File: config.mk
export PLATFORM = sky130hd
export DESIGN_NAME = dit_timers
export DESIGN_NICKNAME = d
export VERILOG_FILES = /design/src/shared/dit_pkg.sv /design/src/rtl/dit_timers.sv
export SDC_FILE = /design/constraint.sdc
export NUM_CORES = 1
export LEC_CHECK = 0
export ABC_AREA = 1
export BUFFER_PORTS_ARGS = -buffer_cell sky130_fd_sc_hd__clkbuf_2
export CORE_MARGIN = 3
export CORE_UTILIZATION = 40
export CTS_CLUSTER_SIZE = 20
export DETAILED_ROUTE_END_ITERATION = 8
export SYNTH_ARGS = -nofsm -noshare
export SYNTH_HDL_FRONTEND = slang
export SYNTH_SLANG_ARGS = --single-unit
File: constraint.sdc
create_clock -name pclk -period 1.5 [get_ports pclk]
set_input_delay 0.15 -clock pclk [delete_from_list [all_inputs] [get_ports pclk]]
set_output_delay 0.15 -clock pclk [all_outputs]
set_load 0.01 [all_outputs]
File: src/shared/dit_pkg.sv
package dit_pkg;

  // ****************************************************************
  // Register indices (byte address is four times the index)
  // ****************************************************************
  localparam logic [3:0] T1_CNT_LO_IDX = 4'h4;
  localparam logic [3:0] T1_CNT_HI_IDX = 4'h5;
  localparam logic [3:0] T1_LAT_LO_IDX = 4'h6;
  localparam logic [3:0] T1_LAT_HI_IDX = 4'h7;
  localparam logic [3:0] T2_LO_IDX = 4'h8;
  localparam logic [3:0] T2_HI_IDX = 4'h9;
  localparam logic [3:0] AUX_CTRL_IDX = 4'hb;
  localparam logic [3:0] INT_FLAG_IDX = 4'hd;
  localparam logic [3:0] INT_EN_IDX = 4'he;

  // ****************************************************************
  // Field positions
  // ****************************************************************
  localparam int ACR_WAVE_BIT = 7;
  localparam int ACR_FREE_BIT = 6;
  localparam int ACR_PULSE_BIT = 5;
  localparam int IFR_ANY_BIT = 7;
  localparam int IFR_T1_BIT = 6;
  localparam int IFR_T2_BIT = 5;
  localparam int IDX_LSB = 2;
  localparam int IDX_MSB = 5;

  // ****************************************************************
  // Reset values and widths
  // ****************************************************************
  localparam logic [7:0] RST_BYTE = 8'h00;
  localparam logic [15:0] RST_WORD = 16'h0000;
  localparam logic [31:0] RST_DATA = 32'h0000_0000;
  localparam logic [15:0] ONE_WORD = 16'h0001;
  localparam int ADDR_W = 6;

  // ****************************************************************
  // Types
  // ****************************************************************
  typedef struct packed {
    logic [3:0] idx;
    logic wr;
    logic [7:0] data;
  } dit_bus_type;

  typedef enum logic [0:0] {
    DIT_PHASE_IDLE = 1'b0,
    DIT_PHASE_DONE = 1'b1
  } dit_phase_type;

endpackage : dit_pkg

File: src/rtl/dit_timers.sv
// The implementer's own choice: the APB register port.
`timescale 1ns/1ps

module dit_timers (
  input wire logic pclk,
  input wire logic presetn,
  input wire logic ce,
  input wire logic psel,
  input wire logic penable,
  input wire logic pwrite,
  input wire logic [dit_pkg::ADDR_W-1:0] paddr,
  input wire logic [31:0] pwdata,
  output logic [31:0] prdata,
  output logic pready,
  output logic pslverr,
  input wire logic pulse_count_pin,
  output logic timer_wave_pin,
  output logic timer_wave_pin_oe,
  output logic interrupt_request_low
);

  // ****************************************************************
  // State
  // ****************************************************************
  dit_pkg::dit_phase_type phase_q;
  dit_pkg::dit_phase_type phase_d;
  logic [31:0] prdata_q;
  logic pslverr_q;
  logic [7:0] aux_control_reg_q;
  logic [7:0] ien_q;
  logic [15:0] t1_cnt_q;
  logic [15:0] t1_cnt_d;
  logic [7:0] t1_lat_lo_q;
  logic [7:0] t1_lat_lo_d;
  logic [7:0] t1_lat_hi_q;
  logic [7:0] t1_lat_hi_d;
  logic t1_arm_q;
  logic t1_arm_d;
  logic timer_one_flag_q;
  logic timer_one_flag_d;
  logic wave_q;
  logic wave_d;
  logic [15:0] t2_cnt_q;
  logic [15:0] t2_cnt_d;
  logic [7:0] t2_lat_q;
  logic [7:0] t2_lat_d;
  logic t2_arm_q;
  logic t2_arm_d;
  logic timer_two_flag_q;
  logic timer_two_flag_d;
  logic irq_n_q;
  logic pc_s1_q;
  logic pc_s2_q;
  logic pc_s3_q;
  logic pc_lvl_q;

  // ****************************************************************
  // Bus decode
  // ****************************************************************
  dit_pkg::dit_bus_type bus;
  wire access_wait = psel & penable & (phase_q == dit_pkg::DIT_PHASE_IDLE);
  wire done = psel & penable & (phase_q == dit_pkg::DIT_PHASE_DONE);
  wire wr_en = done & bus.wr;
  wire rd_en = done & ~bus.wr;
  wire mapped = (bus.idx >= dit_pkg::T1_CNT_LO_IDX &&
                 bus.idx <= dit_pkg::T2_HI_IDX) ||
                bus.idx == dit_pkg::AUX_CTRL_IDX ||
                bus.idx == dit_pkg::INT_FLAG_IDX ||
                bus.idx == dit_pkg::INT_EN_IDX;

  // Index, direction and low data byte in one word
  assign bus = {paddr[dit_pkg::IDX_MSB:dit_pkg::IDX_LSB], pwrite,
                pwdata[7:0]};
  assign phase_d = access_wait ? dit_pkg::DIT_PHASE_DONE
                              : dit_pkg::DIT_PHASE_IDLE;

  function automatic logic wr_at(input dit_pkg::dit_bus_type b,
                                 input logic en, input logic [3:0] idx);
    wr_at = en & (b.idx == idx);
  endfunction : wr_at

  // ****************************************************************
  // Mode decode
  // ****************************************************************
  wire t1_free = aux_control_reg_q[dit_pkg::ACR_FREE_BIT];
  wire t1_wave_en = aux_control_reg_q[dit_pkg::ACR_WAVE_BIT];
  wire t2_pulse = aux_control_reg_q[dit_pkg::ACR_PULSE_BIT];
  wire irq_any = (timer_one_flag_q & ien_q[dit_pkg::IFR_T1_BIT]) |
                 (timer_two_flag_q & ien_q[dit_pkg::IFR_T2_BIT]);
  wire ifr_wr = wr_at(bus, wr_en, dit_pkg::INT_FLAG_IDX);
  // Only the two timer enable bits exist
  wire [7:0] ien_keep = (8'h01 << dit_pkg::IFR_T1_BIT) |
                        (8'h01 << dit_pkg::IFR_T2_BIT);

  // ****************************************************************
  // Timer one
  // ****************************************************************
  wire t1_load = wr_at(bus, wr_en, dit_pkg::T1_CNT_HI_IDX);
  wire t1_zero = (t1_cnt_q == dit_pkg::RST_WORD);
  wire t1_set = ~t1_load & t1_zero & (t1_free | t1_arm_q);
  wire t1_clr = wr_at(bus, rd_en, dit_pkg::T1_CNT_LO_IDX) |
                wr_at(bus, wr_en, dit_pkg::T1_LAT_HI_IDX) |
                (ifr_wr & bus.data[dit_pkg::IFR_T1_BIT]);

  // On load and free-run reload the low counter half comes from the low latch
  assign t1_lat_lo_d = (wr_at(bus, wr_en, dit_pkg::T1_CNT_LO_IDX) |
                        wr_at(bus, wr_en, dit_pkg::T1_LAT_LO_IDX))
                       ? bus.data : t1_lat_lo_q;
  assign t1_lat_hi_d = (t1_load | wr_at(bus, wr_en, dit_pkg::T1_LAT_HI_IDX))
                       ? bus.data : t1_lat_hi_q;
  assign t1_cnt_d = t1_load ? {bus.data, t1_lat_lo_q} :
                    (t1_zero & t1_free) ? {t1_lat_hi_q, t1_lat_lo_q} :
                    t1_cnt_q - dit_pkg::ONE_WORD;
  assign t1_arm_d = t1_load | (t1_arm_q & ~t1_set);
  // Set wins over t1_clr in the same cycle; a load clears the flag and blocks set
  assign timer_one_flag_d = t1_set |
                            (timer_one_flag_q & ~t1_clr & ~t1_load);
  assign wave_d = t1_load ? 1'b0 :
                  t1_set ? (t1_free ? ~wave_q : 1'b1) : wave_q;

  // ****************************************************************
  // Timer two
  // ****************************************************************
  wire pc_agree = (pc_s2_q == pc_s3_q);
  wire pc_fall = pc_lvl_q & pc_agree & ~pc_s3_q;
  wire t2_load = wr_at(bus, wr_en, dit_pkg::T2_HI_IDX);
  wire t2_dec = t2_pulse ? pc_fall : 1'b1;
  wire t2_zero = (t2_cnt_q == dit_pkg::RST_WORD);
  wire t2_set = ~t2_load & t2_dec & t2_zero & t2_arm_q;
  wire t2_clr = wr_at(bus, rd_en, dit_pkg::T2_LO_IDX) |
                (ifr_wr & bus.data[dit_pkg::IFR_T2_BIT]);

  assign t2_lat_d = wr_at(bus, wr_en, dit_pkg::T2_LO_IDX)
                    ? bus.data : t2_lat_q;
  assign t2_cnt_d = t2_load ? {bus.data, t2_lat_q} :
                    t2_dec ? t2_cnt_q - dit_pkg::ONE_WORD :
                    t2_cnt_q;
  assign t2_arm_d = t2_load | (t2_arm_q & ~t2_set);
  assign timer_two_flag_d = t2_set |
                            (timer_two_flag_q & ~t2_clr & ~t2_load);

  // ****************************************************************
  // Read data
  // ****************************************************************
  function automatic logic [7:0] rd_byte(input logic [3:0] idx);
    case (idx)
      dit_pkg::T1_CNT_LO_IDX: rd_byte = t1_cnt_q[7:0];
      dit_pkg::T1_CNT_HI_IDX: rd_byte = t1_cnt_q[15:8];
      dit_pkg::T1_LAT_LO_IDX: rd_byte = t1_lat_lo_q;
      dit_pkg::T1_LAT_HI_IDX: rd_byte = t1_lat_hi_q;
      dit_pkg::T2_LO_IDX: rd_byte = t2_cnt_q[7:0];
      dit_pkg::T2_HI_IDX: rd_byte = t2_cnt_q[15:8];
      dit_pkg::AUX_CTRL_IDX: rd_byte = aux_control_reg_q;
      dit_pkg::INT_FLAG_IDX: rd_byte = {irq_any, timer_one_flag_q,
                                        timer_two_flag_q, 5'h00};
      dit_pkg::INT_EN_IDX: rd_byte = ien_q;
      default: rd_byte = dit_pkg::RST_BYTE;
    endcase
  endfunction : rd_byte

  wire [31:0] rd_word = {24'h000000, rd_byte(bus.idx)};

  // ****************************************************************
  // Registers
  // ****************************************************************
  always_ff @(posedge pclk or negedge presetn)
  begin
    if (!presetn)
    begin
      phase_q <= dit_pkg::DIT_PHASE_IDLE;
      prdata_q <= dit_pkg::RST_DATA;
      pslverr_q <= 1'b0;
    end
    else if (ce)
    begin
      phase_q <= phase_d;
      // Error flag stands only while pready does
      pslverr_q <= access_wait & ~mapped;
      if (access_wait)
      begin
        prdata_q <= pwrite ? dit_pkg::RST_DATA : rd_word;
      end
    end
  end

  always_ff @(posedge pclk or negedge presetn)
  begin
    if (!presetn)
    begin
      aux_control_reg_q <= dit_pkg::RST_BYTE;
      ien_q <= dit_pkg::RST_BYTE;
    end
    else if (ce)
    begin
      if (wr_at(bus, wr_en, dit_pkg::AUX_CTRL_IDX))
        aux_control_reg_q <= bus.data;
      if (wr_at(bus, wr_en, dit_pkg::INT_EN_IDX))
        ien_q <= bus.data & ien_keep;
    end
  end

  always_ff @(posedge pclk or negedge presetn)
  begin
    if (!presetn)
    begin
      t1_cnt_q <= dit_pkg::RST_WORD;
      t1_lat_lo_q <= dit_pkg::RST_BYTE;
      t1_lat_hi_q <= dit_pkg::RST_BYTE;
      t1_arm_q <= 1'b0;
      timer_one_flag_q <= 1'b0;
      wave_q <= 1'b1;
    end
    else if (ce)
    begin
      t1_cnt_q <= t1_cnt_d;
      t1_lat_lo_q <= t1_lat_lo_d;
      t1_lat_hi_q <= t1_lat_hi_d;
      t1_arm_q <= t1_arm_d;
      timer_one_flag_q <= timer_one_flag_d;
      wave_q <= wave_d;
    end
  end

  always_ff @(posedge pclk or negedge presetn)
  begin
    if (!presetn)
    begin
      t2_cnt_q <= dit_pkg::RST_WORD;
      t2_lat_q <= dit_pkg::RST_BYTE;
      t2_arm_q <= 1'b0;
      timer_two_flag_q <= 1'b0;
      irq_n_q <= 1'b1;
    end
    else if (ce)
    begin
      t2_cnt_q <= t2_cnt_d;
      t2_lat_q <= t2_lat_d;
      t2_arm_q <= t2_arm_d;
      timer_two_flag_q <= timer_two_flag_d;
      irq_n_q <= ~irq_any;
    end
  end

  // Pulse pin synchroniser; level follows once stages two and three agree
  always_ff @(posedge pclk or negedge presetn)
  begin
    if (!presetn)
    begin
      pc_s1_q <= 1'b1;
      pc_s2_q <= 1'b1;
      pc_s3_q <= 1'b1;
      pc_lvl_q <= 1'b1;
    end
    else if (ce)
    begin
      pc_s1_q <= pulse_count_pin;
      pc_s2_q <= pc_s1_q;
      pc_s3_q <= pc_s2_q;
      if (pc_agree)
        pc_lvl_q <= pc_s3_q;
    end
  end

  assign prdata = prdata_q;
  assign pready = (phase_q == dit_pkg::DIT_PHASE_DONE);
  assign pslverr = pslverr_q;
  assign timer_wave_pin = wave_q;
  assign timer_wave_pin_oe = t1_wave_en;
  assign interrupt_request_low = irq_n_q;
endmodule : dit_timers

======== After elaboration in Yosys (flattened, before gate mapping) ========
Index checks and enable logic that the tools add are counted.
Widths: inputs -> output; s select.
word-level totals
  word-level logic and storage cells ...... 120
  input port bits ......................... 45
  output and inout port bits .............. 37
  bits in latches ......................... 0
  bits in registers ....................... 110
  bits in writable memories ............... 0
  bits in read-only memories .............. 0
  memories kept ........................... 0
operators by class
  equal/unequal tests ..................... 10
  multiply operators ...................... 0
  divide/modulo/power cells ............... 0
  $add $sub $neg .......................... 2
  reduce and logical (&&, ||, !) cells .... 17
  shifts and indexed selects .............. 0
  $lt $le $gt $ge ......................... 2
  multiplexer cells ....................... 11
  bitwise operators ....................... 58
operators with widths
  kind                   number
  $pmux 8 s9             1
  $mux 16                4
  $and 1x1->1            35
  $logic_not 16->1       2
  $sub 16x1->16 const B  2
  $eq 4x4->1 const B     5
  $reduce_and 2->1       9
  $eq 4x3->1 const B     4
  $not 1->1              12
  $or 1x1->1             11
  $mux 8                 1
  $mux 1                 5
  $ge 4x3->1 const B     1
  $le 4x4->1 const B     1
  $reduce_bool 2->1      2
  $logic_or 1x1->1       3
  $eq 1x1->1             1
  $logic_and 1x1->1      1

======== Longest topological paths before layout ========
Gate-level depths: netlist of run 1.
  word-level depth ........................ 11
  gate-level depth with buffers ........... 11
  mapped depth without buffers ............ 11

======== Least setup slack after synthesis of run 1 ========
Ideal clock, no wire load.
  path kind ............................... register to register
  start ................................... register t1_cnt_q[0]
  end ..................................... register t1_cnt_q[12]
  setup slack ............................. -0.105 ns
  library setup time ...................... 0.124 ns
  cell stages (with the launch flop) ...... 9
  path buffers ............................ 1
  required time ........................... 1.376 ns
  arrival ................................. 1.482 ns
  clock period less this slack ............ 1.605 ns
  cells stage by stage .................... dfrtp_1 inv_1 ha_1 nand2_2 nor2_1 nand4_1 buf_2 o211ai_1 nand2_1
between the ends
  longest elaborated chain between the ends .. 4
  elaborated cells between the ends (all ways) .. 5
  those cells by class .................... add/sub (1); mux (2); bitwise (1); reduce/logical (1)
RTL lines
  element                                                                RTL line           source
  start, declared                                                        dit_timers.sv:31   logic [15:0] t1_cnt_q;
  start signal, assigned                                                 dit_timers.sv:206  t1_cnt_q <= dit_pkg::RST_WORD;
  start signal, assigned                                                 dit_timers.sv:215  t1_cnt_q <= t1_cnt_d;
  parallel branches: the longest is 2 deep, another holds $sub 16x1->16  n/a
  $mux 16 (*)                                                            dit_timers.sv:112  (t1_zero & t1_free) ? {t1_lat_hi_q, t1_lat_lo_q} :
  $mux 16 (*)                                                            dit_timers.sv:111  assign t1_cnt_d = t1_load ? {bus.data, t1_lat_lo_q} :
Mark *: on every way between the ends.
A chain may end at the register's enable or synchronous reset.

======== Worst setup path after layout of run 1 ========
  start ................................... register pc_lvl_q
  end ..................................... register t2_cnt_q[13]
between the ends
  longest elaborated chain between the ends .. 5
RTL lines
  element                             RTL line           source
  start, declared                     dit_timers.sv:55   logic pc_lvl_q;
  start signal, assigned              dit_timers.sv:260  pc_lvl_q <= pc_s3_q;
  $and 1x1->1 (2 in a row)            dit_timers.sv:125  wire pc_fall = pc_lvl_q & pc_agree & ~pc_s3_q;
  $mux 1                              dit_timers.sv:127  wire t2_dec = t2_pulse ? pc_fall : 1'b1;
  $reduce_bool 2->1 (no source line)  n/a
  $reduce_and 2->1 (no source line)   n/a
  end signal, assigned                dit_timers.sv:228  t2_cnt_q <= dit_pkg::RST_WORD;
  end signal, assigned                dit_timers.sv:236  t2_cnt_q <= t2_cnt_d;
  end, declared                       dit_timers.sv:43   logic [15:0] t2_cnt_q;
Every way passes these cells.

==> results.md, run 1 <==
- Root buf cell: clkbuf_16
- Status: finished with violations
- PortBufs: 31
- Area grow syn2layout: 30.0%
- Ports: 82
- First-pass GRT wire length: between 20000 and 30000 um
- Vert. Die Dim: between 100 and 150 um
- Initial Util: 0.418
- Die Wd: 122 um
- Clock Power Share: 0.220
- Slowest cell on the critical path: dfstp_2
- Setup Slack @ Placement: -0.0645 ns
- # diodes: 0
- Core box area: between 10000 and 15000 um^2
- DRT Pass-1 Iters: 5
- FF-to-FF setup slack: -0.05 ns
- H-Tree Depth: 3
- Critical path endpoint category: flop
- Iter 0 DRT Violations: 502
- FF/Latch Area: about 2200 um^2
- Post-synthesis cell type count: between 40 and 50
- Fin Setup TNS: -0.278 ns
- Share of the synthesized area in the top cell type: 0.372
- Final Non-Filler Cells: around 1000
- Multi-input gate area: 3060 um^2
- Pwr dens: around 1400 nW/um^2
- Netlist Area Pre-Place: 5380 um^2
- Cts bufs inserted: 9
- Hold Vio Cnt, Final: 0
- Post-place instance area: about 6100 um^2
- Kind of critical path: flop to flop
- Remaining Overflow, GRT: 0
- WL final: about 17000 um
- Vias in the first global route: between 4000 and 5000
- Failing checks: setup timing
- Final Setup Violations: 16
- Initial antenna violation count: 0
- Hold WC Path Type: input pin to flop
- Post-synth EDFFs: 0
- Worst IR Drop VDD: 0.633 mV
- Synthesized instance count: 755
- Syn. warnings: 0
- Clock transition at the registers of the reported paths: around 0.060 ns
- Nets: 917
- Cell taking the most area after synthesis: dfrtp_1
- Gate power share: 0.451
- Post-route ant nets: 0
- Flops & latches, synth: 86
- Fraction of layout cells with a size suffix above 1: 0.292
- Die Area: about 15000 um^2
- Largest net degree at the start of global routing: slightly below 90
- Gpl congestion: 1.00
- RSZ-0062 raised after global routing: yes
- Final Cell Area: ~7000 um^2
- Sequential share of power: 0.330
- Sw Ratio: 0.403
- Top cell family by delay on the critical path: flip-flops
- CP max stage delay: between 0.5 and 0.6 ns
- CTS tree: done
- Critical Path AT: around 1.8 ns
- Max Cap Viol: 0
- Fill cells: between 1000 and 1500
- Clk_skew: about 0.0046 ns
- Seq/Total Area, Yosys: 0.401
- Longest Clk Path Bufs: 2
- Largest cells by area after synthesis: dfrtp_1, nand2_1, o21ai_0, inv_1, nor2_1
- Final min period: ~1.5 ns
- Mean Syn Cell Area: a little over 7 um^2
- Commonest cells after routing, fill and taps aside: nand2_1, dfrtp_1, buf_4
- Net Switching: 3.90 mW
- GRT Overall Usage: 0.237
- Crit-path max FO: 8
- Clk sink count: 86
- Tcrit/Tclk final: 1.03
- Wire per inst: 16.6 um
- Drt drc: 0
- Most common cell after layout, fill and taps aside: nand2_1
- Leakage: around 3.5 nW
- Worst-Skew Late Latency: between 0.3 and 0.4 ns
- DP Wirelength: between 10000 and 15000 um
- Fmax: between 600 and 700 MHz
- Placed cell count: a little over 1000
- Synth Flop Type: dfrtp_1
- Via/cell ratio: 5.17
- Max Slew Vio Count: 0
- Data required, critical path: 1.79 ns
- Worst setup SP type: flop
- FFs w/ async S/R, synth: 1.00
- Pint: 5.78 mW
- CP cell instances: nand2_2, o21ai_2, inv_2, o21ai_4, buf_12, clkbuf_16, o211ai_1, nand2_1
- FP Rows: around 40
- WP buf/inv: 3
- Final worst slack: -0.0451 ns
- Via count: roughly 5400
## per-layer routing
metal | wire length (um) | vias to the layer above | track usage
li1 | - | 2617 | -
met1 | 7970 | 2547 | 0.346
met2 | 7650 | 219 | 0.345
met3 | 1340 | 30 | 0.0515
met4 | 401 | 0 | 0.0833
met5 | 0 | - | 0
## cell usage after synthesis (7+ instances only)
cell      number
inv_2          9
o21ai_0       65
a21oi_1       15
nor3_1         7
buf_4         25
nor2_1        67
o211ai_1       8
inv_1         72
o21ai_1       12
nand2_2        8
dfrtp_1       80
nand4_1        9
o22ai_1        7
nand3_1       49
nor2_4         7
nand3b_1       7
nand2_1      248
## metrics by stage
stage	power, mW	util	hold slack, ns
after floorplan	5.18	-	-0.146
after global placement	6.57	0.475	0.229
after detailed placement	6.63	0.475	0.238
after CTS	9.00	0.510	0.0500
after global routing	10.3	0.544	0.0624
final	9.67	0.544	0.0532
## sequential cells by signal, indices dropped and copies added (netlist names)
register / cells
t1_cnt_q: 16
t2_cnt_q: 16
aux_control_reg_q: 8
prdata: 8
t1_lat_hi_q: 8
t1_lat_lo_q: 8
t2_lat_q: 8
ien_q: 2
interrupt_request_low: 1
pc_lvl_q: 1
pc_s1_q: 1
pc_s2_q: 1
pc_s3_q: 1
pready: 1
pslverr: 1
t1_arm_q: 1
t2_arm_q: 1
timer_one_flag_q: 1
timer_two_flag_q: 1
timer_wave_pin: 1
## cell type report
class | count | share of cell area
sequential | 86 | 0.309
multi-input combinational | 570 | 0.437
clock inverter | 6 | 0.00536
clock buffer | 10 | 0.0341
timing repair buffer | 121 | 0.140
inverter | 81 | 0.0442
tap | 172 | 0.0307
## worst register-to-register path, delay by kind of cell (launching register included)
family,cells,cell delay (ns)
compound gates,3,0.47
buf+inv,3,0.36
flops,1,0.53
simple gates,2,0.13
## power by group through the flow
stage / Clock, mW / Sequential, mW / Combinational, mW
detailed placement: 0 / 3.14 / 3.49
global placement: 0 / 3.13 / 3.44
floorplan: 0 / 3.17 / 2.02
finish: 2.12 / 3.19 / 4.36
CTS: 2.17 / 3.12 / 3.71
global route: 2.26 / 3.23 / 4.80
## timing repair
item	4_1_cts	5_1_grt
gates resized for setup	29	89
cloned	1	2
setup endpoints to repair	23	64
setup buffers	5	14
pin swaps	19	39
hold buffers	2	0
hold endpoints to repair	81	0
## cells by family after synthesis
logic type,after synthesis,synth area share
AO/OA/AOI/OAI,120,0.126
XOR/XNOR,6,0.00976
adder cells (fa/ha/maj),3,0.00697
buffers and inverters,122,0.112
flip-flops,86,0.401
other,1,0.000697
AND/OR/NAND/NOR,417,0.343
## worst paths after layout
kind,startpoint,end,cells after the start
min,pwdata[0],t1_lat_hi_q[0],3
max reg2reg,pc_lvl_q,t2_cnt_q[13],8
min reg2reg,pc_s1_q,pc_s1_q,2
max,pc_lvl_q,t2_cnt_q[13],8
min in group asynchronous,presetn,t2_lat_q[3],3
max in group asynchronous,presetn,t1_cnt_q[6],3
No activity file was read; power rests on OpenSTA's default activity.
==> run 2: changes to the inputs <==
--- a/config.mk
+++ b/config.mk
@@ -9,6 +9,7 @@
 export BUFFER_PORTS_ARGS = -buffer_cell sky130_fd_sc_hd__clkbuf_2
 export CORE_MARGIN = 3
 export CORE_UTILIZATION = 40
+export CTS_BUF_LIST = sky130_fd_sc_hd__clkbuf_16
 export CTS_CLUSTER_SIZE = 20
 export DETAILED_ROUTE_END_ITERATION = 8
 export SYNTH_ARGS = -nofsm -noshare
==> run 2 against run 1 <==
- final cell count is the same
- register-to-register slack about the same
- sequential power barely moved
- the run still ends with setup timing left
- clock power down 2%
==> results.md, run 2 (synthesis gave the netlist of run 1 again) <==
- Status: finished with violations
- Failing checks: setup timing
- Vert. Die Dim: between 100 and 150 um
- Remaining Overflow, GRT: 0
- Wire per inst: 16.6 um
- Iter 0 DRT Violations: between 500 and 600
- Most common cell after layout, fill and taps aside: nand2_1
- Fill cells: 1227
- WHS Endpoint: t1_lat_hi_q[0]
- GRT Overall Usage: 0.237
- Tcrit/Tclk final: 1.03
- Crit Reg-Reg Startpoint: pc_lvl_q
- Drt drc: 0
- Gpl congestion: 1.00
- Fmax: between 600 and 700 MHz
- Longest Clk Path Bufs: 2
- Fraction of layout cells with a size suffix above 1: 0.291
- Via count: 5413
- Final min period: between 1.5 and 2 ns
- Data required, critical path: roughly 1.8 ns
- # diodes: 0
- Largest registers: t1_cnt_q x16, t2_cnt_q x16
- FP Rows: approximately 40
- Clk sink count: between 80 and 90
- Commonest cells after routing, fill and taps aside: nand2_1, dfrtp_1, buf_4
- Pwr dens: between 1000 and 1500 nW/um^2
- Critical Path AT: between 1.5 and 2 ns
- Max Cap Viol: 0
- Hold Vio Cnt, Final: 0
- WL final: ~17000 um
- CTS tree: done
- Critical path endpoint category: flop
- DRT Pass-1 Iters: 5
- Largest net degree at the start of global routing: slightly below 90
- Worst-Skew Late Latency: approximately 0.35 ns
- Kind of critical path: flop to flop
- Crit-path max FO: 8
- Post-place instance area: just over 6000 um^2
- Final Setup Violations: 16
- H-Tree Depth: 3
- Worst IR Drop VDD: ~0.63 mV
- Root buf cell: clkbuf_16
- DP Wirelength: between 10000 and 15000 um
- Via/cell ratio: around 5.2
- Post-route ant nets: 0
- Final worst slack: -0.0441 ns
- Final Non-Filler Cells: between 1000 and 1500
- Area grow syn2layout: 29.8%
- Min-delay src: pwdata[0]
- Vias in the first global route: 4944
- Nets: between 900 and 1000
- Leakage: around 3.5 nW
- Final Cell Area: between 6000 and 7000 um^2
- RR Endpoint: t2_cnt_q[13]
- Hold depth: 3
- Die Area: 14900 um^2
- RSZ-0062 raised after global routing: yes
- Ports: between 80 and 90
- Placed cell count: around 1000
- Cts bufs inserted: 9
- Core box area: approximately 13000 um^2
- Initial Util: 0.418
- Max Slew Vio Count: 0
- Initial antenna violation count: 0
- First-pass GRT wire length: between 20000 and 30000 um
- Setup Slack @ Placement: -0.0645 ns
- CP max stage delay: between 0.5 and 0.6 ns
- Hold WC Path Type: input pin to flop
- Clk_skew: about 0.0046 ns
- Clock transition at the registers of the reported paths: ~0.060 ns
- Die Wd: 122 um
- PortBufs: 31
- Worst setup SP type: flop
- Cells on worst reg2reg path: 8
- FF-to-FF setup slack: -0.04 ns
- CP cell instances: nand2_2, o21ai_2, inv_2, o21ai_4, buf_12, clkbuf_16, o211ai_1, nand2_1
- Slowest cell on the critical path: dfstp_2
==> run 2: power breakdown <==
part           total [mW]  switching [mW]  leakage, nW  internal [mW]
sequential           3.19           0.427         1.10           2.76
clock                2.07           0.961        0.136           1.11
combinational        4.36            2.51         2.25           1.85
==> run 2: layer usage <==
metal	up-vias	wire length, um	track usage
met5	-	0	0
met2	219	7650	0.345
met3	30	1340	0.0515
met4	0	401	0.0833
met1	2547	7970	0.346
li1	2617	-	-
==> run 2: how the worst max path moves through the flow <==
stage | start | endpoint | slack (ns) | depth (start not counted)
after floorplan | t1_cnt_q[0] | t1_cnt_q[12] | -0.004 | 8
after detailed placement | t1_cnt_q[1] | timer_wave_pin | -0.06 | 10
after global placement | t2_cnt_q[0] | t2_cnt_q[11] | -0.05 | 10
after global routing | pc_lvl_q | t2_cnt_q[2] | -0.12 | 8
final | pc_lvl_q | t2_cnt_q[13] | -0.04 | 8
after CTS | t1_cnt_q[1] | t1_cnt_q[3] | -0.01 | 10
==> run 2: worst max-delay path, delay by kind of cell, from the launching register on <==
family,cells,cell delay [ns]
buf+inv,3,0.36
compound gates,3,0.47
simple gates,2,0.13
flops,1,0.53
==> run 2: final cells by class <==
cell class                      instances  area, um^2  share of cell area
Clock buffer                            9         225              0.0322
Sequential cell                        86        2160               0.309
Multi-Input combinational cell        570        3060               0.438
Tap cell                              172         215              0.0308
Timing Repair Buffer                  121         977               0.140
Clock inverter                          7        41.3             0.00591
Inverter                               81         309              0.0442
==> run 2: per-stage QoR <==
stage / utilization / hold slack (ns) / setup TNS, ns / total power, mW
finish: 0.543 / 0.0532 / -0.271 / 9.62
global route: 0.543 / 0.0624 / -2.54 / 10.2
global placement: 0.475 / 0.229 / -0.229 / 6.57
CTS: 0.509 / 0.0500 / -0.0192 / 8.95
detailed placement: 0.475 / 0.238 / -0.782 / 6.63
floorplan: - / -0.146 / -0.00376 / 5.18
==> run 2: timing repair <==
| action | CTS | global route |
|---|---|---|
| pin swaps | 19 | 39 |
| hold buffers | 2 | 0 |
| endpoints found under the setup margin | 23 | 64 |
| gates cloned | 1 | 2 |
| resized for setup | 29 | 89 |
| hold endpoints to repair | 81 | 0 |
| buffers inserted | 5 | 14 |
